File: config.mk
export PLATFORM = sky130hd
export DESIGN_NAME = adcc_top
export DESIGN_NICKNAME = d
export VERILOG_FILES = /design/src/adcc_pkg.sv /design/src/adcc_clk_div.sv /design/src/adcc_result_fmt.sv /design/src/adcc_top.sv
export SDC_FILE = /design/constraint.sdc
export NUM_CORES = 1
export LEC_CHECK = 0
export BUFFER_PORTS_ARGS = -buffer_cell sky130_fd_sc_hd__buf_2
export CORE_AREA = 2 2 88 90
export DETAILED_ROUTE_END_ITERATION = 12
export DIE_AREA = 0 0 90 92
export GPL_TIMING_DRIVEN = 0
export SLEW_MARGIN = 20
export SYNTH_ARGS = -nofsm -noshare
export SYNTH_HDL_FRONTEND = slang
export SYNTH_HIERARCHICAL = 1
export SYNTH_SLANG_ARGS = --single-unit
File: constraint.sdc
create_clock -name mclk_i -period 6.3 [get_ports mclk_i]
set_input_delay 0.63 -clock mclk_i [delete_from_list [all_inputs] [get_ports mclk_i]]
set_output_delay 0.63 -clock mclk_i [all_outputs]
set_load 0.05 [all_outputs]
File: src/adcc_pkg.sv
/*
  Package for the converter control block: field widths, reset values,
  timing constants, state enumeration and carrier structs.
  Assumes a single 250 MHz system clock and no other shared types.
*/
package adcc_pkg;

  // ----------------------------------------------------------------
  // Clock and timing
  // ----------------------------------------------------------------
  localparam int CLK_PERIOD_PS = 4000;
  localparam int CONV_PERIODS = 16;
  localparam logic [4:0] CONV_PERIODS_LAST = 5'h0f;
  localparam int DIV_W = 6;
  localparam logic [2:0] DIV_SEL_MAX = 3'h6;
  localparam logic [2:0] DIV_SEL_UNDEF = 3'h7;

  // ----------------------------------------------------------------
  // Widths and reset values
  // ----------------------------------------------------------------
  localparam int RESULT_W = 12;
  localparam int PINS = 8;
  localparam logic [11:0] FULL_SCALE = 12'hfff;
  localparam logic POWER_OFF_RST = 1'h1;
  localparam logic BUSY_RST = 1'h1;
  localparam logic [7:0] PIN_EN_RST = 8'hff;
  localparam logic [3:0] LOW_PAD = 4'h0;
  localparam logic [3:0] HIGH_PAD = 4'h0;

  // ----------------------------------------------------------------
  // Sequencer states
  // ----------------------------------------------------------------
  typedef enum logic [1:0] {
    ADCC_IDLE,
    ADCC_HELD,
    ADCC_CONV
  } adcc_state_t;

  // ----------------------------------------------------------------
  // Carriers
  // ----------------------------------------------------------------
  typedef struct packed {
    logic start;
    logic converter_power_off;
    logic result_justify_sel;
    logic [2:0] input_channel_sel;
    logic bandgap_channel_sel;
    logic reference_source_sel;
    logic [2:0] conv_clock_divide_sel;
    logic [7:0] analog_pin_enables;
    logic global_irq_enable;
    logic converter_irq_enable;
  } adcc_ctrl_t;

  typedef struct packed {
    logic [7:0] high;
    logic [7:0] low;
  } adcc_result_t;

  typedef struct packed {
    logic [7:0] dir_in;
    logic [7:0] pullup_en;
    logic [7:0] digital_en;
    logic vref_pin_sel;
    logic vref_other_fn_en;
  } adcc_pins_t;

endpackage

File: src/adcc_clk_div.sv
/*
  Converter clock divider: a counter held clear by restart_i yields a one-cycle
  enable pulse at fsys divided by 1,2,4,...,64.
  Assumes the select input comes from logic on the same clock.
*/
`timescale 1ns/1ps
`default_nettype none

module adcc_clk_div (
  // Clock and reset
  input wire logic mclk_i,
  input wire logic rst_i,
  // Control
  input wire logic restart_i,
  input wire logic [2:0] sel_i,
  // Enable
  output logic tick_o
);

  typedef struct packed {
    logic [adcc_pkg::DIV_W-1:0] cnt;
  } adcc_div_state_t;

  adcc_div_state_t s_reg;
  adcc_div_state_t s_next;
  logic [adcc_pkg::DIV_W-1:0] mask;

  // ----------------------------------------------------------------
  // Divider
  // ----------------------------------------------------------------
  // Undefined setting treated as the slowest rate, the safe choice
  always_comb begin
    s_next = s_reg;
    if (sel_i == adcc_pkg::DIV_SEL_UNDEF) begin
      mask = {adcc_pkg::DIV_W{1'b1}};
    end else begin
      mask = adcc_pkg::DIV_W'((7'h01 << sel_i) - 7'h01);
    end
    if (restart_i) begin
      s_next.cnt = '0;
    end else if ((s_reg.cnt & mask) == mask) begin
      s_next.cnt = '0;
    end else begin
      s_next.cnt = s_reg.cnt + 1'b1;
    end
  end

  assign tick_o = ((s_reg.cnt & mask) == mask) && !restart_i;

  // State register
  always_ff @(posedge mclk_i) begin
    if (rst_i) begin
      s_reg <= '0;
    end else begin
      s_reg <= s_next;
    end
  end

endmodule
`default_nettype wire

File: src/adcc_result_fmt.sv
/*
  Result formatter: places the 12-bit code into the high and low
  data bytes, left or right justified.
  Pure combinational; the caller registers the output.
*/
`timescale 1ns/1ps
`default_nettype none

module adcc_result_fmt (
  // Inputs
  input wire logic [11:0] code_i,
  input wire logic justify_i,
  // Output
  output adcc_pkg::adcc_result_t res_o
);

  // ----------------------------------------------------------------
  // Justification
  // ----------------------------------------------------------------
  always_comb begin
    if (justify_i) begin
      res_o = {adcc_pkg::HIGH_PAD, code_i};
    end else begin
      res_o = {code_i, adcc_pkg::LOW_PAD};
    end
  end

endmodule
`default_nettype wire

File: src/adcc_top.sv
/*
  Converter control: start sequencing, busy flag, interrupt request,
  clock divider, power, reference and pin overrides, result capture.
  Assumes control bits arrive from CPU registers on mclk_i; the analog
  sample code arrives from the analog core and is synchronised here.
*/
`timescale 1ns/1ps
`default_nettype none

module adcc_top (
  // Clock and reset
  input wire logic mclk_i,
  input wire logic rst_i,
  // Control bits from software
  input wire adcc_pkg::adcc_ctrl_t ctrl_i,
  input wire logic irq_request_clear_i,
  // Port configuration from the pin logic
  input wire logic [7:0] port_direction_control_i,
  input wire logic [7:0] port_pullup_prog_i,
  // Analog core
  input wire logic [11:0] sample_code_i,
  // Status
  output logic conversion_busy_flag_o,
  output logic converter_irq_request_o,
  output logic irq_o,
  output adcc_pkg::adcc_result_t result_o,
  // Analog core control
  output logic converter_powered_o,
  output logic converter_reset_o,
  output logic bandgap_route_o,
  output logic [2:0] channel_route_o,
  output logic conv_clock_tick_o,
  // Pin overrides
  output adcc_pkg::adcc_pins_t pins_o,
  output logic [7:0] port_dir_eff_o
);

  // ----------------------------------------------------------------
  // State
  // ----------------------------------------------------------------
  typedef struct packed {
    adcc_pkg::adcc_state_t st;
    logic start_d;
    logic busy;
    logic irq_req;
    logic [4:0] periods;
    logic [11:0] code_s1;
    logic [11:0] code_s2;
    adcc_pkg::adcc_result_t result;
  } adcc_top_state_t;

  adcc_top_state_t s_reg;
  adcc_top_state_t s_next;
  logic tick;
  logic div_restart;
  logic rise;
  logic fall;
  logic done;
  adcc_pkg::adcc_result_t fmt;

  // ----------------------------------------------------------------
  // Converter clock enable
  // ----------------------------------------------------------------
  // Divider restarts at launch so every period is a whole one
  assign div_restart = (s_reg.st != adcc_pkg::ADCC_CONV);

  adcc_clk_div u_div (
    .mclk_i(mclk_i),
    .rst_i(rst_i),
    .restart_i(div_restart),
    .sel_i(ctrl_i.conv_clock_divide_sel),
    .tick_o(tick)
  );

  // ----------------------------------------------------------------
  // Result formatting
  // ----------------------------------------------------------------
  adcc_result_fmt u_fmt (
    .code_i(s_reg.code_s2),
    .justify_i(ctrl_i.result_justify_sel),
    .res_o(fmt)
  );

  // Start edges, software side on same clock
  assign rise = ctrl_i.start && !s_reg.start_d;
  assign fall = !ctrl_i.start && s_reg.start_d;
  assign done = (s_reg.st == adcc_pkg::ADCC_CONV) && tick &&
                (s_reg.periods == adcc_pkg::CONV_PERIODS_LAST);

  // ----------------------------------------------------------------
  // Sequencer
  // ----------------------------------------------------------------
  always_comb begin
    s_next = s_reg;
    s_next.start_d = ctrl_i.start;
    // Analog code crosses in through two flops
    s_next.code_s1 = sample_code_i;
    s_next.code_s2 = s_reg.code_s1;
    unique case (s_reg.st)
      adcc_pkg::ADCC_IDLE: begin
        if (rise) begin
          s_next.st = adcc_pkg::ADCC_HELD;
          s_next.busy = 1'b1;
        end
      end
      adcc_pkg::ADCC_HELD: begin
        s_next.busy = 1'b1;
        if (fall && !ctrl_i.converter_power_off) begin
          s_next.st = adcc_pkg::ADCC_CONV;
          s_next.periods = '0;
        end else if (fall) begin
          // Powered off: nothing to convert, stay idle with flag high
          s_next.st = adcc_pkg::ADCC_IDLE;
        end
      end
      adcc_pkg::ADCC_CONV: begin
        if (rise) begin
          // A fresh start pulse aborts and resets the converter
          s_next.st = adcc_pkg::ADCC_HELD;
        end else if (ctrl_i.converter_power_off) begin
          s_next.st = adcc_pkg::ADCC_IDLE;
        end else if (done) begin
          s_next.st = adcc_pkg::ADCC_IDLE;
          s_next.busy = 1'b0;
          s_next.irq_req = 1'b1;
          s_next.result = fmt;
        end else if (tick) begin
          s_next.periods = s_reg.periods + 5'h01;
        end
      end
    endcase
    // Set wins over a clear in the same cycle
    if (irq_request_clear_i && !done) begin
      s_next.irq_req = 1'b0;
    end
  end

  // State register
  always_ff @(posedge mclk_i) begin
    if (rst_i) begin
      s_reg <= '0;
      s_reg.st <= adcc_pkg::ADCC_IDLE;
      s_reg.busy <= adcc_pkg::BUSY_RST;
    end else begin
      s_reg <= s_next;
    end
  end

  // ----------------------------------------------------------------
  // Status and interrupt
  // ----------------------------------------------------------------
  assign conversion_busy_flag_o = s_reg.busy;
  assign converter_irq_request_o = s_reg.irq_req;
  assign irq_o = s_reg.irq_req && ctrl_i.converter_irq_enable &&
                 ctrl_i.global_irq_enable;
  assign result_o = s_reg.result;

  // ----------------------------------------------------------------
  // Analog core control
  // ----------------------------------------------------------------
  assign converter_powered_o = !ctrl_i.converter_power_off;
  assign converter_reset_o = (s_reg.st == adcc_pkg::ADCC_HELD);
  assign bandgap_route_o = ctrl_i.bandgap_channel_sel;
  assign channel_route_o = ctrl_i.input_channel_sel;
  assign conv_clock_tick_o = tick;

  // ----------------------------------------------------------------
  // Pin overrides
  // ----------------------------------------------------------------
  // Direction forced to input (1) on analog pins
  always_comb begin
    pins_o.dir_in = ctrl_i.analog_pin_enables;
    pins_o.pullup_en = port_pullup_prog_i & ~ctrl_i.analog_pin_enables;
    pins_o.digital_en = ~ctrl_i.analog_pin_enables;
    pins_o.vref_pin_sel = ctrl_i.reference_source_sel;
    pins_o.vref_other_fn_en = !ctrl_i.reference_source_sel;
  end

  assign port_dir_eff_o = port_direction_control_i | ctrl_i.analog_pin_enables;

endmodule
`default_nettype wire

Word-level counts from Yosys, hierarchy flattened
Index checks and enable logic that the tools add are counted.
W data, S select, Z words.
{"block": "word_totals", "inputBits": 52, "wordCells": 76, "out_inout_bits": 60, "reg_bits": 56}
{"block": "op_classes", "eq_ne": 15, "n_reduce_logical": 23, "mux": 18, "bitwise_logic": 6, "shifts": 1, "addsub": 3}
{"cell": "$mux W16", "n": 1}
{"cell": "$mux W5", "n": 3}
{"cell": "$mux W2", "n": 7}
{"cell": "$mux W7", "n": 2}
{"cell": "$ne A2 B2 Y1 const B", "n": 7}
{"cell": "$pmux W5 S2", "n": 1}
{"cell": "$logic_and A1 B1 Y1", "n": 9}
{"cell": "$and A8 B8 Y8", "n": 1}
{"cell": "$not A8 Y8", "n": 1}
{"cell": "$or A8 B8 Y8", "n": 1}
{"cell": "$reduce_and A4 Y1", "n": 2}
{"cell": "$add A6 B1 Y6 const B", "n": 1}
{"cell": "$and A6 B6 Y6", "n": 1}
{"cell": "$eq A6 B6 Y1", "n": 1}
{"cell": "$logic_not A1 Y1", "n": 6}
{"cell": "$mux W6", "n": 1}
{"cell": "$pmux W2 S3", "n": 1}
{"cell": "$reduce_and A6 Y1", "n": 1}
{"cell": "$shl A1 B3 Y6 const A", "n": 1}
{"cell": "$sub A6 B1 Y6 const B", "n": 1}
{"cell": "$add A5 B1 Y5 const B", "n": 1}
{"cell": "$eq A5 B4 Y1 const B", "n": 1}
{"cell": "$ne A4 B4 Y1 const B", "n": 1}
{"cell": "$eq A3 B3 Y1 const B", "n": 1}
{"cell": "other kinds (12)", "n": 13}

Longest topological paths before layout
Gate-level depths: netlist of run 1.
{"block": "depth", "ltp_word": 12, "mapped_depth": 10}

By module
Netlist of run 1, hierarchy kept.
{"mod": "adcc_top", "area_per_inst_um2": 2170.8, "n_inst": 1, "cells_per_inst": 246}
{"mod": "adcc_clk_div", "area_per_inst_um2": 299.0, "n_inst": 1, "cells_per_inst": 33}
{"mod": "adcc_result_fmt", "area_per_inst_um2": 173.9, "n_inst": 1, "cells_per_inst": 18}

Worst setup path after synthesis of run 1
No wires, ideal clock.
{"block": "synth_timing", "path_type": "input -> register", "startpoint": "input ctrl_i[12] in the netlist's numbering", "endpoint": "register s_reg, in the netlist result_o[10]", "arrival_ns": 2.981, "t_required_ns": 6.168, "slack_ns": 3.187, "path_stages": 10, "n_path_buf": 2, "path_cell_list": "nor3_1 a31oi_1 a32oi_2 nor2b_1 nand3_2 or3_1 buf_6 buf_8 nand2_1 a21oi_1"}
{"block": "synth_via", "elab_chain_len": 9}
{"element": "from (decl)", "line": "adcc_top.sv:15", "source": "input wire adcc_pkg::adcc_ctrl_t ctrl_i,"}
{"element": "$shl A1 B3 Y6", "line": "adcc_clk_div.sv:37", "source": "mask = adcc_pkg::DIV_W'((7'h01 << sel_i) - 7'h01);"}
{"element": "$sub A6 B1 Y6", "line": "adcc_clk_div.sv:37"}
{"element": "$mux W6 (*)", "line": "adcc_clk_div.sv:34", "source": "if (sel_i == adcc_pkg::DIV_SEL_UNDEF) begin"}
{"element": "$and A6 B6 Y6", "line": "adcc_clk_div.sv:48", "source": "assign tick_o = ((s_reg.cnt & mask) == mask) && !restart_i;"}
{"element": "$eq A6 B6 Y1 (*)", "line": "adcc_clk_div.sv:48"}
{"element": "$logic_and A1 B1 Y1 (*)", "line": "adcc_clk_div.sv:48"}
{"element": "named net conv_clock_tick_o", "line": "adcc_top.sv:32", "source": "output logic conv_clock_tick_o,"}
{"element": "$logic_and A1 B1 Y1 (*) (2 in series)", "line": "adcc_top.sv:87", "source": "assign done = (s_reg.st == adcc_pkg::ADCC_CONV) && tick &&"}
{"element": "$reduce_and A4 Y1 (no line) (*)"}
{"element": "to (signal assigned)", "line": "adcc_top.sv:145", "source": "s_reg <= s_next;"}
{"element": "to (decl)", "line": "adcc_top.sv:52", "source": "adcc_top_state_t s_reg;"}
The timed path passes the listed nets; every way through them passes the cells marked *.
A chain may end at the register's enable or synchronous reset.

Worst setup path after layout of run 1
{"block": "layout_timing", "startpoint": "register u_div/s_reg[2] in the netlist's numbering", "endpoint": "output conv_clock_tick_o"}
{"block": "layout_via", "elab_chain_len": 3}
{"element": "from (decl)", "line": "adcc_clk_div.sv:24", "source": "adcc_div_state_t s_reg;"}
{"element": "from (signal assigned)", "line": "adcc_clk_div.sv:55", "source": "s_reg <= s_next;"}
{"element": "$and A6 B6 Y6", "line": "adcc_clk_div.sv:48"}
{"element": "$eq A6 B6 Y1", "line": "adcc_clk_div.sv:48"}
{"element": "$logic_and A1 B1 Y1", "line": "adcc_clk_div.sv:48"}
{"element": "to (decl)", "line": "adcc_top.sv:32"}
No other way between the ends.

==> impl_metrics.tcl, run 1 <==
set metrics [dict create \
    outcome "finished clean" \
    syn_to_final_growth_pct 28.58 \
    drive_gt1_share_pct 42.09 \
    synthCells 297 \
    fill_cells 756 \
    cts_setup_buffers 0 \
    synth_top_area_share_pct 42.40 \
    ff2ff_setup_slack_ns 3.83 \
    max_slew_margin_pct 65.94 \
    path_clk_slew_ns 0.11 \
    peakVddDrop_uv 94.92 \
    reg2reg_depth 10 \
    start_util_pct 35.50 \
    top_usage_layer "met2" \
    rsz0062_at_grt "no" \
    firstDrtPassIters 4 \
    hold_path_class "register to register" \
    dp_hpwl_mm 4.257 \
    yosys.area.top_type "dfxtp_1" \
    final_core_util_pct 45.65 \
    fin_setup_tns_ns 0 \
    numPortBuffers 106 \
    startpoint_type "register" \
    grt_first_pass_wirelength_mm 8.680 \
    grt_pass1_vias 1905 \
    critical_path_buf_inv_count 1 \
    grt_max_degree 21 \
    yosysMostFrequentCell "dfxtp_1" \
    crit_slowest_cell "dfxtp_1" \
    synth_edf_count 0 \
    syn_area_sq_um 2644 \
    cap_violations 0 \
    cts_tree "built" \
    max_stage_delay_ns 0.44 \
    post_cts_resize_count 0 \
    cp-startpoint "u_div/s_reg[2]$_SDFF_PP0_" \
    largest_register_ffs 20 \
    power.leakage_nw 1.584 \
    die_w_um 90 \
    hold_path_end "s_reg[27]$_SDFF_PP0_" \
    crit_fanout 7 \
    synth_commonest_cells "56 x dfxtp_1, 39 x nor2b_1, 38 x nand2_1" \
    route.detailed.drc 0 \
    synthArstFlopShare_pct 0 \
    io_pins 112 \
    end_kind "output pin" \
    cp_cell_sequence "and3_1, nand2_1, a32oi_2, nor2b_1, buf_2" \
    clock_latency_ns 0.32 \
    numCtsBuffers 5 \
    clockRootBuffer "clkbuf_8" \
    ys_ff_latch 56 \
    cts_sinks 56 \
    finalClockSkew_ns 0.007160 \
    holdPathStages 1 \
    cp_top_family "simple AND/OR/NAND/NOR gates" \
    ant_nets 0 \
    routed_wl_mm 5.315 \
    max_freq_ghz 0.3729 \
    synth_warnings 6 \
    cp.required_ns 5.67 \
    synth_area_leaders "dfxtp_1 42%, nor2b_1 9.2%, buf_4 8.5%, nand2_1 5.4%, a21oi_1 3.4%" \
    drt_iter0_markers 52 \
    fin_crit_sh_pct 42.57 \
    cp.depth 5 \
    r2r_end "result_o[7]$_SDFFE_PP0P_" \
    arrival_ns 2.05 \
    grt_use_met1_pct 15.23 \
    tightest_slew_ns 0.5109 \
    critical_path_class "register to output pin" \
    grtUsageMet2_pct 22.24 \
    via_per_inst 4.199 \
    antenna_found_initial 0 \
    synth_cell_types 46 \
    hold_violations 0 \
    gr-usage-met3_pct 3.040 \
    gr-usage-all-layers_pct 12.62 \
    min-delay-start "s_next[27]$_SDFF_PP0_" \
    setup_violations 0 \
    report.final.slew_viol_count 0 \
    ys.flop_type "dfxtp_1" \
    vias 2154 \
    antennaDiodeCount 0 \
    core_area_sq_um 7447 \
    die_height_um 92 \
    hold_buffers 0 \
    cts_max_path_buffers 2 \
    pwr_density_cell_nw_per_um2 212.6 \
    place.gp.congestion 0.7700 \
    yosysSeqAreaShare_pct 42.40 \
    timing.rr.start "u_div/s_reg[2]$_SDFF_PP0_" \
    post_drt_wl_per_cell_um 10.36 \
    grt_overflow 0 \
    avgSynthCellArea_sq_um 8.902 \
    cts_max_level 2 \
    die_area_sq_um 8280 \
    num_rows 32 \
    fin_nets 468 \
    min_period_ns 2.682 \
    synth_fp_nets 355 \
]
==> worst max path at each step <==
stage | end | slack (ns)
5_1_grt | conv_clock_tick_o | 3.46
3_3_place_gp | result_o[10]$_SDFFE_PP0P_ | 3.58
6_report | conv_clock_tick_o | 3.62
2_1_floorplan | result_o[10]$_SDFFE_PP0P_ | 3.19
3_5_place_dp | result_o[7]$_SDFFE_PP0P_ | 3.54
4_1_cts | conv_clock_tick_o | 3.58
==> report_power, final <==
part | switching [mW] | internal, mW
Clock | 0.125 | 0.0841
Combinational | 0.0960 | 0.0495
Sequential | 0.00410 | 0.363
Total | 0.226 | 0.497
==> layout by cell type, fill, tap and decap left out, types with 4 or more instances in the layout <==
cell,count
mux2_2,6
buf_2,107
dfxtp_1,56
nor3_1,8
buf_4,30
a31oi_1,4
and3_1,4
ha_1,6
a21oi_1,18
and2_1,6
nand2b_1,4
clkbuf_1,4
nor2b_1,39
inv_1,16
nand2_1,38
clkbuf_8,5
or2_2,9
o21ai_1,4
nand3_1,4
==> worst reg2reg max path: stages (launching register included) <==
cell,delay (ns)
dfxtp_1,0.44
and3_1,0.21
nand2_1,0.07
a32oi_2,0.38
nor2b_1,0.32
nand3_2,0.17
or3_1,0.35
buf_6,0.15
buf_8,0.13
nand2_1,0.06
a21oi_1,0.07
==> area by class of cell <==
class / instances / area, sq um / area share (%)
Clock buffer: 5 / 68.82 / 2.024
Inverter: 17 / 63.81 / 1.877
Clock inverter: 3 / 28.78 / 0.8465
Tap cell: 102 / 127.6 / 3.754
Buffer: 40 / 301.5 / 8.870
Sequential cell: 56 / 1121 / 32.98
Multi-Input combinational cell: 184 / 1157 / 34.04
Timing Repair Buffer: 106 / 530.5 / 15.61
==> kinds of logic after synthesis <==
| family | synth area share (%) |
|---|---|
| DFF | 42.40 |
| adders and majority gates | 2.839 |
| and+or+nand+nor | 26.74 |
| AOI/OAI and AO/OA | 8.803 |
| buffers and inverters | 13.82 |
| muxes | 4.070 |
| xor gates and xnor gates | 1.325 |
==> routing by layer <==
layer  part of all wire (%)  vias to the layer above
li1                       -                     1166
met1                     44                      919
met2                     49                       64
met3                    5.5                        5
met4                    1.2                        0
met5                      0                        -
==> stage by stage <==
stage / hold slack, ns / power, mW / instance area (sq um) / setup slack, ns / std cells
4_1_cts: 0.4551 / 0.7321 / 3400 / 3.579 / 513
2_1_floorplan: 0.4138 / 0.4813 / 2644 / 3.187 / 297
6_report: 0.4493 / 0.7227 / 3400 / 3.618 / 513
3_5_place_dp: 0.4287 / 0.5217 / 3302 / 3.541 / 505
5_1_grt: 0.4635 / 0.7566 / 3400 / 3.460 / 513
3_3_place_gp: 0.4190 / 0.5189 / 3302 / 3.585 / 505
Power figures use the tool's default switching activity.
==> run 2: changes to the inputs <==
--- a/config.mk
+++ b/config.mk
@@ -5,10 +5,11 @@
 export SDC_FILE = /design/constraint.sdc
 export NUM_CORES = 1
 export LEC_CHECK = 0
+export ABC_AREA = 1
 export BUFFER_PORTS_ARGS = -buffer_cell sky130_fd_sc_hd__buf_2
-export CORE_AREA = 2 2 88 90
+export CORE_AREA = 2 2 89 91
 export DETAILED_ROUTE_END_ITERATION = 12
-export DIE_AREA = 0 0 90 92
+export DIE_AREA = 0 0 91 93
 export GPL_TIMING_DRIVEN = 0
 export SLEW_MARGIN = 20
 export SYNTH_ARGS = -nofsm -noshare
==> constraint.sdc (replaced) <==
create_clock -name mclk_i -period 2.47 [get_ports mclk_i]
set_input_delay 0.247 -clock mclk_i [delete_from_list [all_inputs] [get_ports mclk_i]]
set_output_delay 0.247 -clock mclk_i [all_outputs]
set_load 0.05 [all_outputs]
==> run 2 against run 1 <==
Compared with the run above:
- area after synthesis up 2.9%
- sequential share of layout area down 0.68 points
- synthesized cell count up 28%
- worst setup slack worse by 3.1 ns
- hold slack worse by 0.36 ns
- critical path depth up 5
- total power rose to 3.0 times the previous value
- combinational power rose to 4.5 times the previous value
- register-to-register slack worse by 3.3 ns
- clock power up 150%
- critical endpoint is now s_reg[43]$_SDFFE_PP0P_
==> impl_metrics.tcl, run 2 <==
set metrics [dict create \
    hold_buffers 0 \
    seq_area_sq_um 1121 \
    cp.required_ns 2.66 \
    report.final.slew_viol_count 0 \
    max_freq_ghz 0.5039 \
    arrival_ns 2.17 \
    cp-startpoint "s_reg[48]$_SDFFE_PP0P_" \
    clock_latency_ns 0.32 \
    path_clk_slew_ns 0.10 \
    crit_fanout 9 \
    drive_gt1_share_pct 34.75 \
    critical_path_class "register to register" \
    max_slew_margin_pct 71.69 \
    routed_wl_mm 5.310 \
    synth_fp_nets 439 \
    numCtsBuffers 5 \
    avgSynthCellArea_sq_um 7.139 \
    yosysMostFrequentCell "nor2_1" \
    grt_max_degree 19 \
    syn_area_sq_um 2720 \
    clockRootBuffer "clkbuf_8" \
    yosys.area.top_type "dfxtp_1" \
    die_area_sq_um 8463 \
    synth_top_area_share_pct 41.21 \
    numPortBuffers 106 \
    drt_iter0_markers 89 \
    antenna_found_initial 0 \
    post_drt_wl_per_cell_um 8.894 \
    synth_area_leaders "dfxtp_1 41%, nor2_1 12%, inv_1 9.2%, buf_4 8.0%, nand2_1 8.0%" \
    pwr_density_cell_nw_per_um2 619.4 \
    synth_warnings 6 \
    ys_ff_latch 56 \
    end_kind "register" \
    via_per_inst 3.995 \
    cts_setup_buffers 0 \
    die_height_um 93 \
    ys.flop_type "dfxtp_1" \
    synth_cell_types 28 \
    grt_overflow 0 \
    ant_nets 0 \
    synthArstFlopShare_pct 0 \
    fin_setup_tns_ns 0 \
    final_cell_mix "109 x buf_2, 89 x nor2_1, 67 x inv_1, 58 x nand2_1, 56 x dfxtp_1" \
    min_period_ns 1.985 \
    fill_cells 805 \
    dp_hpwl_mm 4.169 \
    grt_pass1_vias 2150 \
    setup_violations 0 \
    yosysSeqAreaShare_pct 41.21 \
    rsz0062_at_grt "no" \
    fin_nets 552 \
    fin_cells 597 \
    gr-usage-all-layers_pct 13.04 \
    grt_first_pass_wirelength_mm 9.197 \
    cts_tree "built" \
    peakVddDrop_uv 236.5 \
    route.detailed.drc 0 \
    antennaDiodeCount 0 \
    fin_crit_sh_pct 80.35 \
    cap_violations 0 \
    multiInputGateArea_sq_um 1036 \
    tightest_slew_ns 0.4247 \
    final_common_cell "buf_2" \
    syn_to_final_growth_pct 27.60 \
    finalClockSkew_ns 0.01169 \
    largest_register_ffs 20 \
    power.leakage_nw 1.960 \
    synthCells 381 \
    start_util_pct 36.14 \
    core_area_sq_um 7527 \
    cts_max_path_buffers 2 \
    vias 2385 \
    timing.rr.start "s_reg[48]$_SDFFE_PP0P_" \
    cts_max_level 2 \
    hold_violations 0 \
    place.gp.congestion 0.8057 \
    dp_cells 589 \
    hold_path_class "primary input to register" \
    synth_edf_count 0 \
    num_rows 32 \
    cts_sinks 56 \
    post_cts_resize_count 0 \
    reg2reg_depth 10 \
    synth_commonest_cells "89 x nor2_1, 67 x inv_1, 58 x nand2_1" \
    firstDrtPassIters 4 \
    outcome "finished clean" \
    startpoint_type "register" \
    die_w_um 91 \
    io_pins 112 \
    holdPathStages 2 \
    min-delay-start "irq_request_clear_i" \
]
## run 2: report_power, final
group	leakage [nW]	total, mW	switching [mW]	internal, mW
clock network	0.0404	0.516	0.315	0.202
registers	0.457	0.973	0.0234	0.950
logic	1.46	0.661	0.458	0.203
total	1.96	2.15	0.796	1.35
## run 2: kinds of logic after synthesis
family	after synthesis	share of synthesized area [%]
xor gates and xnor gates	4	1.288
adders and majority gates	6	2.760
DFF	56	41.21
and+or+nand+nor	180	28.80
buffers and inverters	109	20.70
AOI/OAI and AO/OA	26	5.244
## run 2: layout make-up
cell class	count	share of cell area (%)
Sequential cell	56	32.30
Multi-Input combinational cell	216	29.85
Timing Repair Buffer	106	15.28
Buffer	39	8.652
Inverter	70	7.570
Tap cell	102	3.677
Clock buffer	5	1.983
Clock inverter	3	0.6849
## run 2: metal layers
metal	routed length (um)	vias up	track usage, %
met5	0	-	0
met4	66	0	4.167
met3	402	4	3.546
met2	2293	79	21.79
met1	2547	977	16.39
li1	-	1325	-
## run 2: metrics by stage
step                utilization [%]  area (sq um)  hold slack, ns  power (mW)  worst slack, ns
floorplan                         -          2720          0.3364       1.503          0.08618
global placement              44.88          3378          0.3946       1.652           0.4987
detailed placement            44.88          3378          0.3958       1.655           0.4874
CTS                           46.11          3471         0.08233       2.166           0.4730
global route                  46.11          3471         0.07946       2.281           0.2923
finish                        46.11          3471         0.08645       2.150           0.4853
## run 2: worst paths after layout
check / endpoint / slack [ns]
min reg2reg: s_reg[27]$_SDFF_PP0_ / 0.40
max reg2reg: s_reg[43]$_SDFFE_PP0P_ / 0.49
min: converter_irq_request_o$_SDFFE_PP0P_ / 0.09
max: s_reg[43]$_SDFFE_PP0P_ / 0.49
## run 2: worst max-delay path: stages, from the launching register on
cell and delay, ns:
dfxtp_1 0.33, inv_1 0.09, ha_1 0.16, buf_6 0.14, inv_1 0.09, nor2_1 0.26
nand2_1 0.11, a21oi_2 0.29, nand3_1 0.21, nand2_1 0.10, a21oi_1 0.06
